===== src/shared/lbc_pkg.sv =====
// Purpose: Shared constants and types of the lamp brightness control block.
// Assumes: 100 MHz system clock; analog levels arrive as unsigned ADC words.
// Notes:   Register offsets are byte addresses on the plain register port.
`default_nettype none
package lbc_pkg;
   // Brightness code.
   localparam int         CODE_W         = 5;
   localparam logic [4:0] CODE_MIN       = 5'h00;
   localparam logic [4:0] CODE_MAX       = 5'h1f;
   localparam logic [4:0] CODE_FLOOR_TOP = 5'h03;
   localparam logic [5:0] CODE_SPAN      = 6'h20;
   localparam logic [5:0] ADC_DIV        = 6'h21;
   localparam logic [5:0] ADC_UP_OFS     = 6'h02;
   localparam logic [7:0] CUR_DIV        = 8'ha0;
   // Chopping period in oscillator ticks, and duty steps in ticks.
   localparam logic [7:0] CHOP_TICKS     = 8'h80;
   localparam logic [7:0] DUTY_STEP      = 8'h04;
   localparam logic [7:0] DUTY_FLOOR     = 8'h0c;
   localparam logic [7:0] VLIM_TICKS     = 8'h04;
   // Timing.
   localparam int         CLK_HZ         = 100_000_000;
   localparam int         MS_PER_S       = 1000;
   localparam int         CHOP_NOM_HZ    = 210;
   localparam int         LAMP_OUT_MS    = 1000;
   localparam int         OSC_TICK_CYC_DEF = CLK_HZ / (CHOP_NOM_HZ * int'(CHOP_TICKS));
   localparam int         LAMP_OUT_CYC_DEF = (CLK_HZ / MS_PER_S) * LAMP_OUT_MS;
   // Register port.
   localparam int         ADDR_W         = 4;
   localparam int         DATA_W         = 16;
   localparam logic [3:0] REG_CTRL       = 4'h0;
   localparam logic [3:0] REG_STATUS     = 4'h4;
   localparam logic [3:0] REG_TARGET     = 4'h8;
   localparam logic [15:0] CTRL_RST      = 16'h0000;
   localparam int         CTRL_CODE_LSB  = 0;
   localparam int         CTRL_SHDN_BIT  = 5;
   localparam int         CTRL_SYNC_BIT  = 6;
   localparam int         ST_CODE_LSB    = 0;
   localparam int         ST_LAMP_BIT    = 5;
   localparam int         ST_SHORT_BIT   = 6;
   localparam int         ST_CHOP_BIT    = 7;
   localparam int         ST_MODE_LSB    = 8;
   localparam int         ST_SHDN_BIT    = 10;
   // Positions in the synchronised pin vector.
   localparam int         PIN_W          = 8;
   localparam int         PIN_SHORT      = 0;
   localparam int         PIN_LOW        = 1;
   localparam int         PIN_SHDN_N     = 2;
   localparam int         PIN_SYNC       = 3;
   localparam int         PIN_FLOOR_LSB  = 4;
   localparam int         PIN_MODE_LSB   = 6;

   typedef enum logic [1:0] {
      MODE_POS = 2'b00,
      MODE_NEG = 2'b01,
      MODE_DIG = 2'b10
   } lbc_mode_t;

   typedef enum logic [1:0] {
      FL_MIX    = 2'b00,
      FL_REF    = 2'b01,
      FL_SUPPLY = 2'b10
   } lbc_floor_t;

   typedef enum logic {
      CH_OFF = 1'b0,
      CH_ON  = 1'b1
   } lbc_chop_t;
endpackage
`default_nettype wire


===== src/shared/lbc_adc_if.sv =====
// Purpose: Carries ADC samples to the brightness converter and its code back.
// Assumes: Samples are taken on the system clock.
// Notes:   The code is registered inside the converter.
`default_nettype none
interface lbc_adc_if #(parameter int ADC_W = 10);
   logic             valid;
   logic             neg;
   logic [ADC_W-1:0] ctl;
   logic [ADC_W-1:0] crf;
   logic [4:0]       code;
   modport src (output valid, output neg, output ctl, output crf, input code);
   modport cnv (input valid, input neg, input ctl, input crf, output code);
endinterface
`default_nettype wire


===== src/rtl/lbc_code_adc.sv =====
// Purpose: Converts the control level into a brightness code with hysteresis.
// Assumes: One step per valid sample; a large jump settles over several samples.
// Notes:   Negative scale runs the positive logic on the mirrored code.
`default_nettype none
module lbc_code_adc
   import lbc_pkg::*;
#(
   parameter int ADC_W = 10
) (
   input  wire logic i_clk,
   input  wire logic i_rst,
   lbc_adc_if.cnv    adc
);
   localparam int PW = ADC_W + 6;

   logic [4:0] code_r;
   logic [4:0] m;
   logic       step_up;
   logic       step_dn;

   function automatic logic [PW-1:0] scaled(input logic [5:0] k, input logic [ADC_W-1:0] v);
      scaled = PW'(k) * PW'(v);
   endfunction

   assign m = adc.neg ? (CODE_MAX - code_r) : code_r;
   assign step_up = (m != CODE_MAX) &&
                    (scaled(ADC_DIV, adc.ctl) >= scaled({1'b0, m} + ADC_UP_OFS, adc.crf));
   assign step_dn = (m != CODE_MIN) &&
                    (scaled(ADC_DIV, adc.ctl) < scaled({1'b0, m}, adc.crf));

   // rising level raises code on positive scale.
   always_ff @(posedge i_clk) begin
      if (i_rst) begin
         code_r <= CODE_MIN;
      end else if (adc.valid && (step_up != step_dn)) begin
         if (step_up != adc.neg) begin
            code_r <= code_r + 5'h01;
         end else begin
            code_r <= code_r - 5'h01;
         end
      end
   end
   assign adc.code = code_r;
endmodule
`default_nettype wire


===== src/rtl/lbc_dimming_ctrl.sv =====
// Purpose: Brightness code, current target and chopping control of a lamp inverter.
// Assumes: Pin levels come from comparators; analog words from ADCs on I_CLK_SYS.
// Notes:   Analog loops and bridge drive are outside; this block steers them.
`default_nettype none
module lbc_dimming_ctrl
   import lbc_pkg::*;
#(
   parameter int ADC_W        = 10,
   parameter int LVL_W        = 8,
   parameter int OSC_TICK_CYC = lbc_pkg::OSC_TICK_CYC_DEF,
   parameter int LAMP_OUT_CYC = lbc_pkg::LAMP_OUT_CYC_DEF
) (
   // Clock and reset
   input  wire logic                       I_CLK_SYS,
   input  wire logic                       I_RST,
   // Register port
   input  wire logic [lbc_pkg::ADDR_W-1:0] I_ADDR,
   input  wire logic [lbc_pkg::DATA_W-1:0] I_WDATA,
   input  wire logic                       I_WR,
   input  wire logic                       I_RD,
   output logic      [lbc_pkg::DATA_W-1:0] O_RDATA,
   // Pins seen through comparators
   input  wire logic [1:0]                 I_MODE_STRAP,
   input  wire logic                       I_MODE_SYNC,
   input  wire logic [1:0]                 I_FLOOR_SEL,
   input  wire logic                       I_SHDN_SUSPEND_N,
   input  wire logic                       I_LAMP_LOW,
   input  wire logic                       I_SHORT_DET,
   // Converted analog levels
   input  wire logic                       I_ADC_VALID,
   input  wire logic [ADC_W-1:0]           I_CTL_LEVEL,
   input  wire logic [ADC_W-1:0]           I_SCALE_TOP,
   input  wire logic [LVL_W-1:0]           I_FLOOR_LEVEL,
   input  wire logic [LVL_W-1:0]           I_REF_LEVEL,
   // Loop and drive control
   output logic                            O_CHOP_PWM,
   output logic                            O_DRIVE_EN,
   output logic                            O_ILOOP_HOLD,
   output logic                            O_VLOOP_PRESET,
   output logic                            O_VLIM_EN,
   output logic                            O_LOOP_DISCHARGE,
   output logic      [LVL_W-1:0]           O_CUR_TARGET,
   output logic      [4:0]                 O_BRIGHT_CODE,
   // Status
   output logic                            O_LAMP_FAULT,
   output logic                            O_BUS_ACTIVE,
   output logic                            O_BUS_SUSPEND
);
   if (OSC_TICK_CYC < 2 || OSC_TICK_CYC > 65535) begin : g_bad_tick
      $error("OSC_TICK_CYC out of range");
   end
   if (LAMP_OUT_CYC < 2 || LVL_W < 2 || LVL_W > 16 || ADC_W < 2) begin : g_bad_par
      $error("width or timeout parameter out of range");
   end

   // Pin synchronisers.
   logic [PIN_W-1:0]  pin_raw;
   logic [PIN_W-1:0]  pin_s1_r;
   logic [PIN_W-1:0]  pin_s2_r;
   logic [PIN_W-1:0]  pin_s3_r;
   logic [PIN_W-1:0]  pin_r;
   logic [PIN_W-1:0]  pin_nxt;
   logic              sync_prev_r;

   // Control state.
   logic [DATA_W-1:0] ctrl_r;
   lbc_mode_t         mode;
   lbc_floor_t        floor_sel;
   logic              shutdown;
   logic              run;
   logic [4:0]        code_sel;
   logic [4:0]        code_r;
   logic [LVL_W-1:0]  floor_eff;
   logic [LVL_W-1:0]  target_r;

   // Chopping oscillator.
   logic [15:0]       div_r;
   logic              tick;
   logic [6:0]        chop_cnt_r;
   logic [6:0]        chop_cnt_nxt;
   logic              period_start;
   logic [7:0]        duty_r;
   logic [7:0]        duty_nxt;
   lbc_chop_t         chop_r;
   lbc_chop_t         chop_nxt;

   // Faults.
   logic [31:0]       low_cnt_r;
   logic              lamp_fault_r;
   logic              short_fault_r;
   logic              lamp_trip;

   // Outputs.
   logic              drive_r;
   logic              ihold_r;
   logic              vpreset_r;
   logic              vlim_r;
   logic              dischg_r;
   logic              susp_r;
   logic              bus_act_r;
   logic [DATA_W-1:0] rdata_r;

   lbc_adc_if #(.ADC_W(ADC_W)) adc_bus ();

   function automatic logic [LVL_W-1:0] cur_target(input logic [LVL_W-1:0] ref_l,
                                                   input logic [LVL_W-1:0] fl,
                                                   input logic [4:0]       n);
      logic [LVL_W+6:0] acc;
      acc = (LVL_W+7)'(ref_l) * (LVL_W+7)'(n) +
            (LVL_W+7)'(fl) * (LVL_W+7)'(CODE_SPAN - {1'b0, n});
      cur_target = LVL_W'(acc / (LVL_W+7)'(CUR_DIV));
   endfunction

   function automatic logic [7:0] duty_ticks(input logic [4:0] n, input lbc_floor_t fs);
      if (fs == FL_SUPPLY) begin
         duty_ticks = CHOP_TICKS;
      end else if (n <= CODE_FLOOR_TOP) begin
         duty_ticks = DUTY_FLOOR;
      end else begin
         duty_ticks = 8'(({3'h0, n} + 8'h01) * DUTY_STEP);
      end
   endfunction

   // A pin bit counts as changed once the second and third stages agree.
   assign pin_raw = {I_MODE_STRAP, I_FLOOR_SEL, I_MODE_SYNC, I_SHDN_SUSPEND_N,
                     I_LAMP_LOW, I_SHORT_DET};
   assign pin_nxt = (pin_s2_r & pin_s3_r) | (pin_r & (pin_s2_r ^ pin_s3_r));

   always_ff @(posedge I_CLK_SYS) begin
      if (I_RST) begin
         pin_s1_r    <= '0;
         pin_s2_r    <= '0;
         pin_s3_r    <= '0;
         pin_r       <= '0;
         sync_prev_r <= 1'b0;
      end else begin
         pin_s1_r    <= pin_raw;
         pin_s2_r    <= pin_s1_r;
         pin_s3_r    <= pin_s2_r;
         pin_r       <= pin_nxt;
         sync_prev_r <= pin_r[PIN_SYNC];
      end
   end

   // Register writes: only the control word is writable.
   always_ff @(posedge I_CLK_SYS) begin
      if (I_RST) begin
         ctrl_r <= CTRL_RST;
      end else if (I_WR && I_ADDR == REG_CTRL) begin
         ctrl_r <= I_WDATA;
      end
   end

   always_comb begin
      case (pin_r[PIN_MODE_LSB +: 2])
         MODE_NEG: mode = MODE_NEG;
         MODE_DIG: mode = MODE_DIG;
         default:  mode = MODE_POS;
      endcase
      case (pin_r[PIN_FLOOR_LSB +: 2])
         FL_REF:    floor_sel = FL_REF;
         FL_SUPPLY: floor_sel = FL_SUPPLY;
         default:   floor_sel = FL_MIX;
      endcase
   end

   assign shutdown = ctrl_r[CTRL_SHDN_BIT] || (mode != MODE_DIG && !pin_r[PIN_SHDN_N]);
   assign run      = !shutdown && !lamp_fault_r && !short_fault_r;

   // analog modes feed the converter from the control pin.
   assign adc_bus.valid = I_ADC_VALID && (mode != MODE_DIG);
   assign adc_bus.neg   = (mode == MODE_NEG);
   assign adc_bus.ctl   = I_CTL_LEVEL;
   assign adc_bus.crf   = I_SCALE_TOP;

   lbc_code_adc #(.ADC_W(ADC_W)) u_code_adc (
      .i_clk (I_CLK_SYS),
      .i_rst (I_RST),
      .adc   (adc_bus)
   );

   // one code from the selected interface.
   assign code_sel = (mode == MODE_DIG) ? ctrl_r[CTRL_CODE_LSB +: CODE_W] : adc_bus.code;
   // floor counts as zero when tied to supply.
   assign floor_eff = (floor_sel == FL_SUPPLY) ? '0 : I_FLOOR_LEVEL;

   // current target from code and floor.
   always_ff @(posedge I_CLK_SYS) begin
      if (I_RST) begin
         code_r   <= CODE_MIN;
         target_r <= '0;
      end else begin
         code_r   <= code_sel;
         target_r <= cur_target(I_REF_LEVEL, floor_eff, code_r);
      end
   end

   // tick from external sync edges or the internal divider.
   assign tick = ctrl_r[CTRL_SYNC_BIT] ? (pin_r[PIN_SYNC] && !sync_prev_r)
                                       : (div_r == 16'(OSC_TICK_CYC - 1));

   always_ff @(posedge I_CLK_SYS) begin
      if (I_RST || tick) begin
         div_r <= '0;
      end else begin
         div_r <= div_r + 16'h0001;
      end
   end

   assign period_start = tick && (chop_cnt_r == 7'(CHOP_TICKS - 8'h01));
   assign chop_cnt_nxt = tick ? (chop_cnt_r + 7'h01) : chop_cnt_r;
   // duty latched only at period start.
   assign duty_nxt     = period_start ? duty_ticks(code_r, floor_sel) : duty_r;
   assign chop_nxt     = ({1'b0, chop_cnt_nxt} < duty_nxt) ? CH_ON : CH_OFF;

   always_ff @(posedge I_CLK_SYS) begin
      if (I_RST) begin
         chop_cnt_r <= '0;
         duty_r     <= CHOP_TICKS;
         chop_r     <= CH_ON;
      end else begin
         chop_cnt_r <= chop_cnt_nxt;
         duty_r     <= duty_nxt;
         chop_r     <= chop_nxt;
      end
   end

   // Lamp current is absent during off-periods, so the timer only runs while on.
   // timer restarts on any good sample.
   always_ff @(posedge I_CLK_SYS) begin
      if (I_RST || !pin_r[PIN_LOW] || !run) begin
         low_cnt_r <= '0;
      end else if (chop_r == CH_ON && low_cnt_r != 32'(LAMP_OUT_CYC)) begin
         low_cnt_r <= low_cnt_r + 32'h0000_0001;
      end
   end
   assign lamp_trip = (low_cnt_r == 32'(LAMP_OUT_CYC));

   // lamp-out latch; a trip in the clearing cycle still sets.
   always_ff @(posedge I_CLK_SYS) begin
      if (I_RST) begin
         lamp_fault_r  <= 1'b0;
         short_fault_r <= 1'b0;
      end else begin
         lamp_fault_r  <= lamp_trip || (lamp_fault_r && !shutdown);
         short_fault_r <= pin_r[PIN_SHORT] || (short_fault_r && !shutdown);
      end
   end

   // voltage limit at on-start and open lamp.
   always_ff @(posedge I_CLK_SYS) begin
      if (I_RST) begin
         drive_r   <= 1'b0;
         ihold_r   <= 1'b0;
         vpreset_r <= 1'b0;
         vlim_r    <= 1'b0;
         dischg_r  <= 1'b1;
         susp_r    <= 1'b0;
         bus_act_r <= 1'b0;
      end else begin
         drive_r   <= run && (chop_nxt == CH_ON);
         ihold_r   <= run && (chop_nxt == CH_OFF);
         vpreset_r <= run && (chop_nxt == CH_OFF);
         vlim_r    <= run && (((chop_nxt == CH_ON) && ({1'b0, chop_cnt_nxt} < VLIM_TICKS))
                              || pin_r[PIN_LOW]);
         dischg_r  <= shutdown;
         susp_r    <= (mode == MODE_DIG) && !pin_r[PIN_SHDN_N];
         bus_act_r <= (mode == MODE_DIG);
      end
   end

   // Read data stand in the cycle after each cycle that I_RD is high and read zero otherwise; unmapped offsets read zero.
   always_ff @(posedge I_CLK_SYS) begin
      if (I_RST || !I_RD) begin
         rdata_r <= '0;
      end else begin
         case (I_ADDR)
            REG_CTRL:   rdata_r <= ctrl_r;
            REG_STATUS: begin
               rdata_r                            <= '0;
               rdata_r[ST_CODE_LSB +: CODE_W]     <= code_r;
               rdata_r[ST_LAMP_BIT]               <= lamp_fault_r;
               rdata_r[ST_SHORT_BIT]              <= short_fault_r;
               rdata_r[ST_CHOP_BIT]               <= (chop_r == CH_ON);
               rdata_r[ST_MODE_LSB +: 2]          <= mode;
               rdata_r[ST_SHDN_BIT]               <= shutdown;
            end
            REG_TARGET: rdata_r <= DATA_W'(target_r);
            default:    rdata_r <= '0;
         endcase
      end
   end

   assign O_RDATA          = rdata_r;
   assign O_CHOP_PWM       = (chop_r == CH_ON);
   assign O_DRIVE_EN       = drive_r;
   assign O_ILOOP_HOLD     = ihold_r;
   assign O_VLOOP_PRESET   = vpreset_r;
   assign O_VLIM_EN        = vlim_r;
   assign O_LOOP_DISCHARGE = dischg_r;
   assign O_CUR_TARGET     = target_r;
   assign O_BRIGHT_CODE    = code_r;
   assign O_LAMP_FAULT     = lamp_fault_r;
   assign O_BUS_ACTIVE     = bus_act_r;
   assign O_BUS_SUSPEND    = susp_r;

   // Helper: ticks seen since the last period start.
   logic [7:0] tick_seen_r;
   logic       seen_start_r;
   always_ff @(posedge I_CLK_SYS) begin
      if (I_RST || period_start) begin
         tick_seen_r  <= '0;
         seen_start_r <= !I_RST;
      end else if (tick) begin
         tick_seen_r  <= tick_seen_r + 8'h01;
      end
   end
endmodule
`default_nettype wire


===== config.mk =====
export PLATFORM = sky130hd
export DESIGN_NAME = lbc_dimming_ctrl
export DESIGN_NICKNAME = d
export VERILOG_FILES = /design/src/shared/lbc_pkg.sv /design/src/shared/lbc_adc_if.sv /design/src/rtl/lbc_code_adc.sv /design/src/rtl/lbc_dimming_ctrl.sv
export SDC_FILE = /design/constraint.sdc
export NUM_CORES = 1
export LEC_CHECK = 0
export BUFFER_PORTS_ARGS = -buffer_cell sky130_fd_sc_hd__buf_2
export CORE_MARGIN = 1
export CORE_UTILIZATION = 50
export CTS_CLUSTER_SIZE = 16
export DETAILED_ROUTE_END_ITERATION = 7
export PLACE_DENSITY_LB_ADDON = 0.1
export SETUP_SLACK_MARGIN = 0.02
export SYNTH_ARGS = -nofsm -noshare
export SYNTH_HDL_FRONTEND = slang
export SYNTH_HIERARCHICAL = 1
export SYNTH_SLANG_ARGS = --single-unit

===== constraint.sdc =====
create_clock -name I_CLK_SYS -period 13.9 [get_ports I_CLK_SYS]
set_input_delay 2.085 -clock I_CLK_SYS [delete_from_list [all_inputs] [get_ports I_CLK_SYS]]
set_output_delay 2.085 -clock I_CLK_SYS [all_outputs]
set_load 0.02 [all_outputs]

==> flow_metrics.env <==
export IMPL_drc=0
export IMPL_path_class="register to register"
export IMPL_tightest_slew_ns=0.946
export IMPL_num_antenna_cells=0
export IMPL_cts_root_buf="clkbuf_16"
export IMPL_wl_per_cell_um=15.9
export IMPL_skew_ns=0.0105
export IMPL_endpoint_kind="register"
export IMPL_grt_max_degree=71
export IMPL_grt_pass1_vias=12228
export IMPL_synth_fp_nets=2109
export IMPL_yosys_register_bits=155
export IMPL_timing_final_crit_share_pct=66.1
export IMPL_core_rowCount=62
export IMPL_core_sq_um=29000
export IMPL_synthTopCellsByCount="inv_1, nand2_1, nor2_1, ha_1, dfxtp_1"
export IMPL_vias=12271
export IMPL_synth_most_common_cell="inv_1"
export IMPL_yosys_most_used_dff="dfxtp_1"
export IMPL_cp_slowest_cell="nor2b_2"
export IMPL_r2r_end="u_code_adc/adc.code[4]$_SDFFE_PP0P_"
export IMPL_hold_viol=0
export IMPL_postSynth_asyncResetShare_pct=0
export IMPL_initial_core_util_pct=51.2
export IMPL_synth_cell_types=98
export IMPL_rsz0062_at_grt="false"
export IMPL_hpwl_mm=27.8
export IMPL_ant_nets=0
export IMPL_r2r_worst_path_cells=32
export IMPL_slew_headroom_pct=36.5
export IMPL_die_area_sq_um=30400
export IMPL_synth_seq_area_share_pct=20.9
export IMPL_gr_usage_all_layers_pct=24.2
export IMPL_synth_top_area_share_pct=20.9
export IMPL_whs_endpoint="pin_s2_r[3]$_SDFF_PP0_"
export IMPL_yosysTopAreaCell="dfxtp_1"
export IMPL_htreeDepth=4
export IMPL_critPathLaunchType="register"
export IMPL_cts_inserted_buffers=17
export IMPL_synthCells=1759
export IMPL_syn_area_sq_um=14900
export IMPL_dieWidth_um=174
export IMPL_crit_arrival_ns=9.52
export IMPL_synthTopCellsByArea="dfxtp_1, fa_1, ha_1"
export IMPL_num_nets_final=2180
export IMPL_status="finished clean"
export IMPL_first_pass_iters=8
export IMPL_cts_num_sinks=155
export IMPL_setup_viol=0
export IMPL_syn_area_per_cell_sq_um=8.45
export IMPL_io_buffers=106
export IMPL_antenna_found_initial=1
export IMPL_ys_warn_count=6
export IMPL_wl_mm=35.4
export IMPL_path_clk_slew_ns=0.07
export IMPL_clock_latency_ns=0.42
export IMPL_slew_violations=0
export IMPL_cts_buffer_depth=2
export IMPL_tns_ns=0
export IMPL_maxCapViolations=0
export IMPL_max_stage_delay_ns=0.79
export IMPL_area_growth_pct=9.46
export IMPL_cts_hold_buf=0
export IMPL_hold_depth=1
export IMPL_hold_path_class="register to register"
export IMPL_r2r_start="pin_r[6]$_SDFF_PP0_"
export IMPL_hold_start="pin_s1_r[3]$_SDFF_PP0_"
export IMPL_place_gp_congestion=0.895
export IMPL_clock_fmax_ghz=0.109
export IMPL_cts_setup_buffers=0
export IMPL_fin_crit_ns=9.19
export IMPL_cp_max_fo=18
export IMPL_rrSetupSlack_ns=4.71
export IMPL_synth_edff_count=0
export IMPL_cts_tree="yes"
export IMPL_crit_required_ns=14.23
export IMPL_drt_initial_drc_count=794
export IMPL_vias_per_cell=5.51
export IMPL_post_cts_resized=0
export IMPL_io_pins=107
export IMPL_grt_pass1_wl_mm=59.8
export IMPL_die_h_um=174
export IMPL_overflow=0
export IMPL_drive_above_1_share_pct=11.0
cell type report:
| type | count | area [sq um] |
|---|---|---|
| tap | 384 | 480 |
| multi-input combinational | 1336 | 10700 |
| inverter | 199 | 747 |
| clock inverter | 15 | 154 |
| fill | 2736 | 12700 |
| clock buffer | 17 | 425 |
| timing repair buffer | 121 | 643 |
| sequential | 155 | 3100 |
placed cells by master, fill, tap and decap left out, drive strengths merged, types with 11 or more instances in the layout:
cell and n:
xor2 53, xnor2 40, a211oi 15, o21a 12
or2 11, inv 207, nand4 19, a21o 11
nand3 61, nor2b 41, buf 121, o21ai 49
and3 31, a21oi 85, fa 121, nand2b 13
nor3 20, and2 89, nor2 170, nand2 179
dfxtp 155, ha 160, o211ai 14, or3 13
clkbuf 17
registers in the layout (all words and copies together), names as in the netlist, 16 cells and up:
register / cells
low_cnt_r: 32
O_RDATA: 16
ctrl_r: 16
div_r: 16
worst max-delay path: cells and delay by family, from the launching register on:
family          cells  cell delay (ns)
mux                 1             0.26
fa+ha+maj           6             2.44
buf+inv             2             0.28
xor+xnor            3             0.55
compound gates     11             2.50
simple gates        9             2.73
flops               1             0.36
stage by stage:
step	area, sq um	cells	hold slack, ns	setup WS (ns)	utilization (%)
floorplan	14900	1759	0.414	5.65	-
global placement	15700	2195	0.423	4.95	54.1
detailed placement	15700	2195	0.424	4.79	54.1
CTS	16300	2227	0.440	4.74	56.1
global route	16300	2227	0.462	3.96	56.1
finish	16300	2227	0.437	4.71	56.1
logic make-up after synthesis:
logic type      count (synthesis)  synth area share (%)
simple gates                  673                  22.3
fa+ha+maj                     283                  29.9
compound gates                277                  13.4
buf+inv                       268                  7.16
flops                         155                  20.9
xor+xnor                       93                  5.53
mux                            10                 0.791
how the worst max path moves through the flow:
stage                        start                             endpoint  slack (ns)
2_1_floorplan     I_FLOOR_LEVEL[1]           O_CUR_TARGET[0]$_SDFF_PP0_        5.65
3_3_place_gp   pin_r[6]$_SDFF_PP0_  u_code_adc/adc.code[4]$_SDFFE_PP0P_        4.95
3_5_place_dp   pin_r[6]$_SDFF_PP0_  u_code_adc/adc.code[4]$_SDFFE_PP0P_        4.79
4_1_cts        pin_r[6]$_SDFF_PP0_  u_code_adc/adc.code[4]$_SDFFE_PP0P_        4.74
5_1_grt        pin_r[6]$_SDFF_PP0_  u_code_adc/adc.code[4]$_SDFFE_PP0P_        3.96
6_report       pin_r[6]$_SDFF_PP0_  u_code_adc/adc.code[4]$_SDFFE_PP0P_        4.71
per-layer routing:
metal / global-route usage (%) / vias up / wire length [um]
met1: 31.5 / 5914 / 16000
met2: 41.8 / 283 / 17200
li1: - / 6024 / -
met3: 3.92 / 48 / 1670
met4: 5.52 / 2 / 560
met5: 0 / - / 12
Power is left out: the tool's default activity adds up to more than one toggle a clock period on the data nets, which glitch-free logic cannot reach.
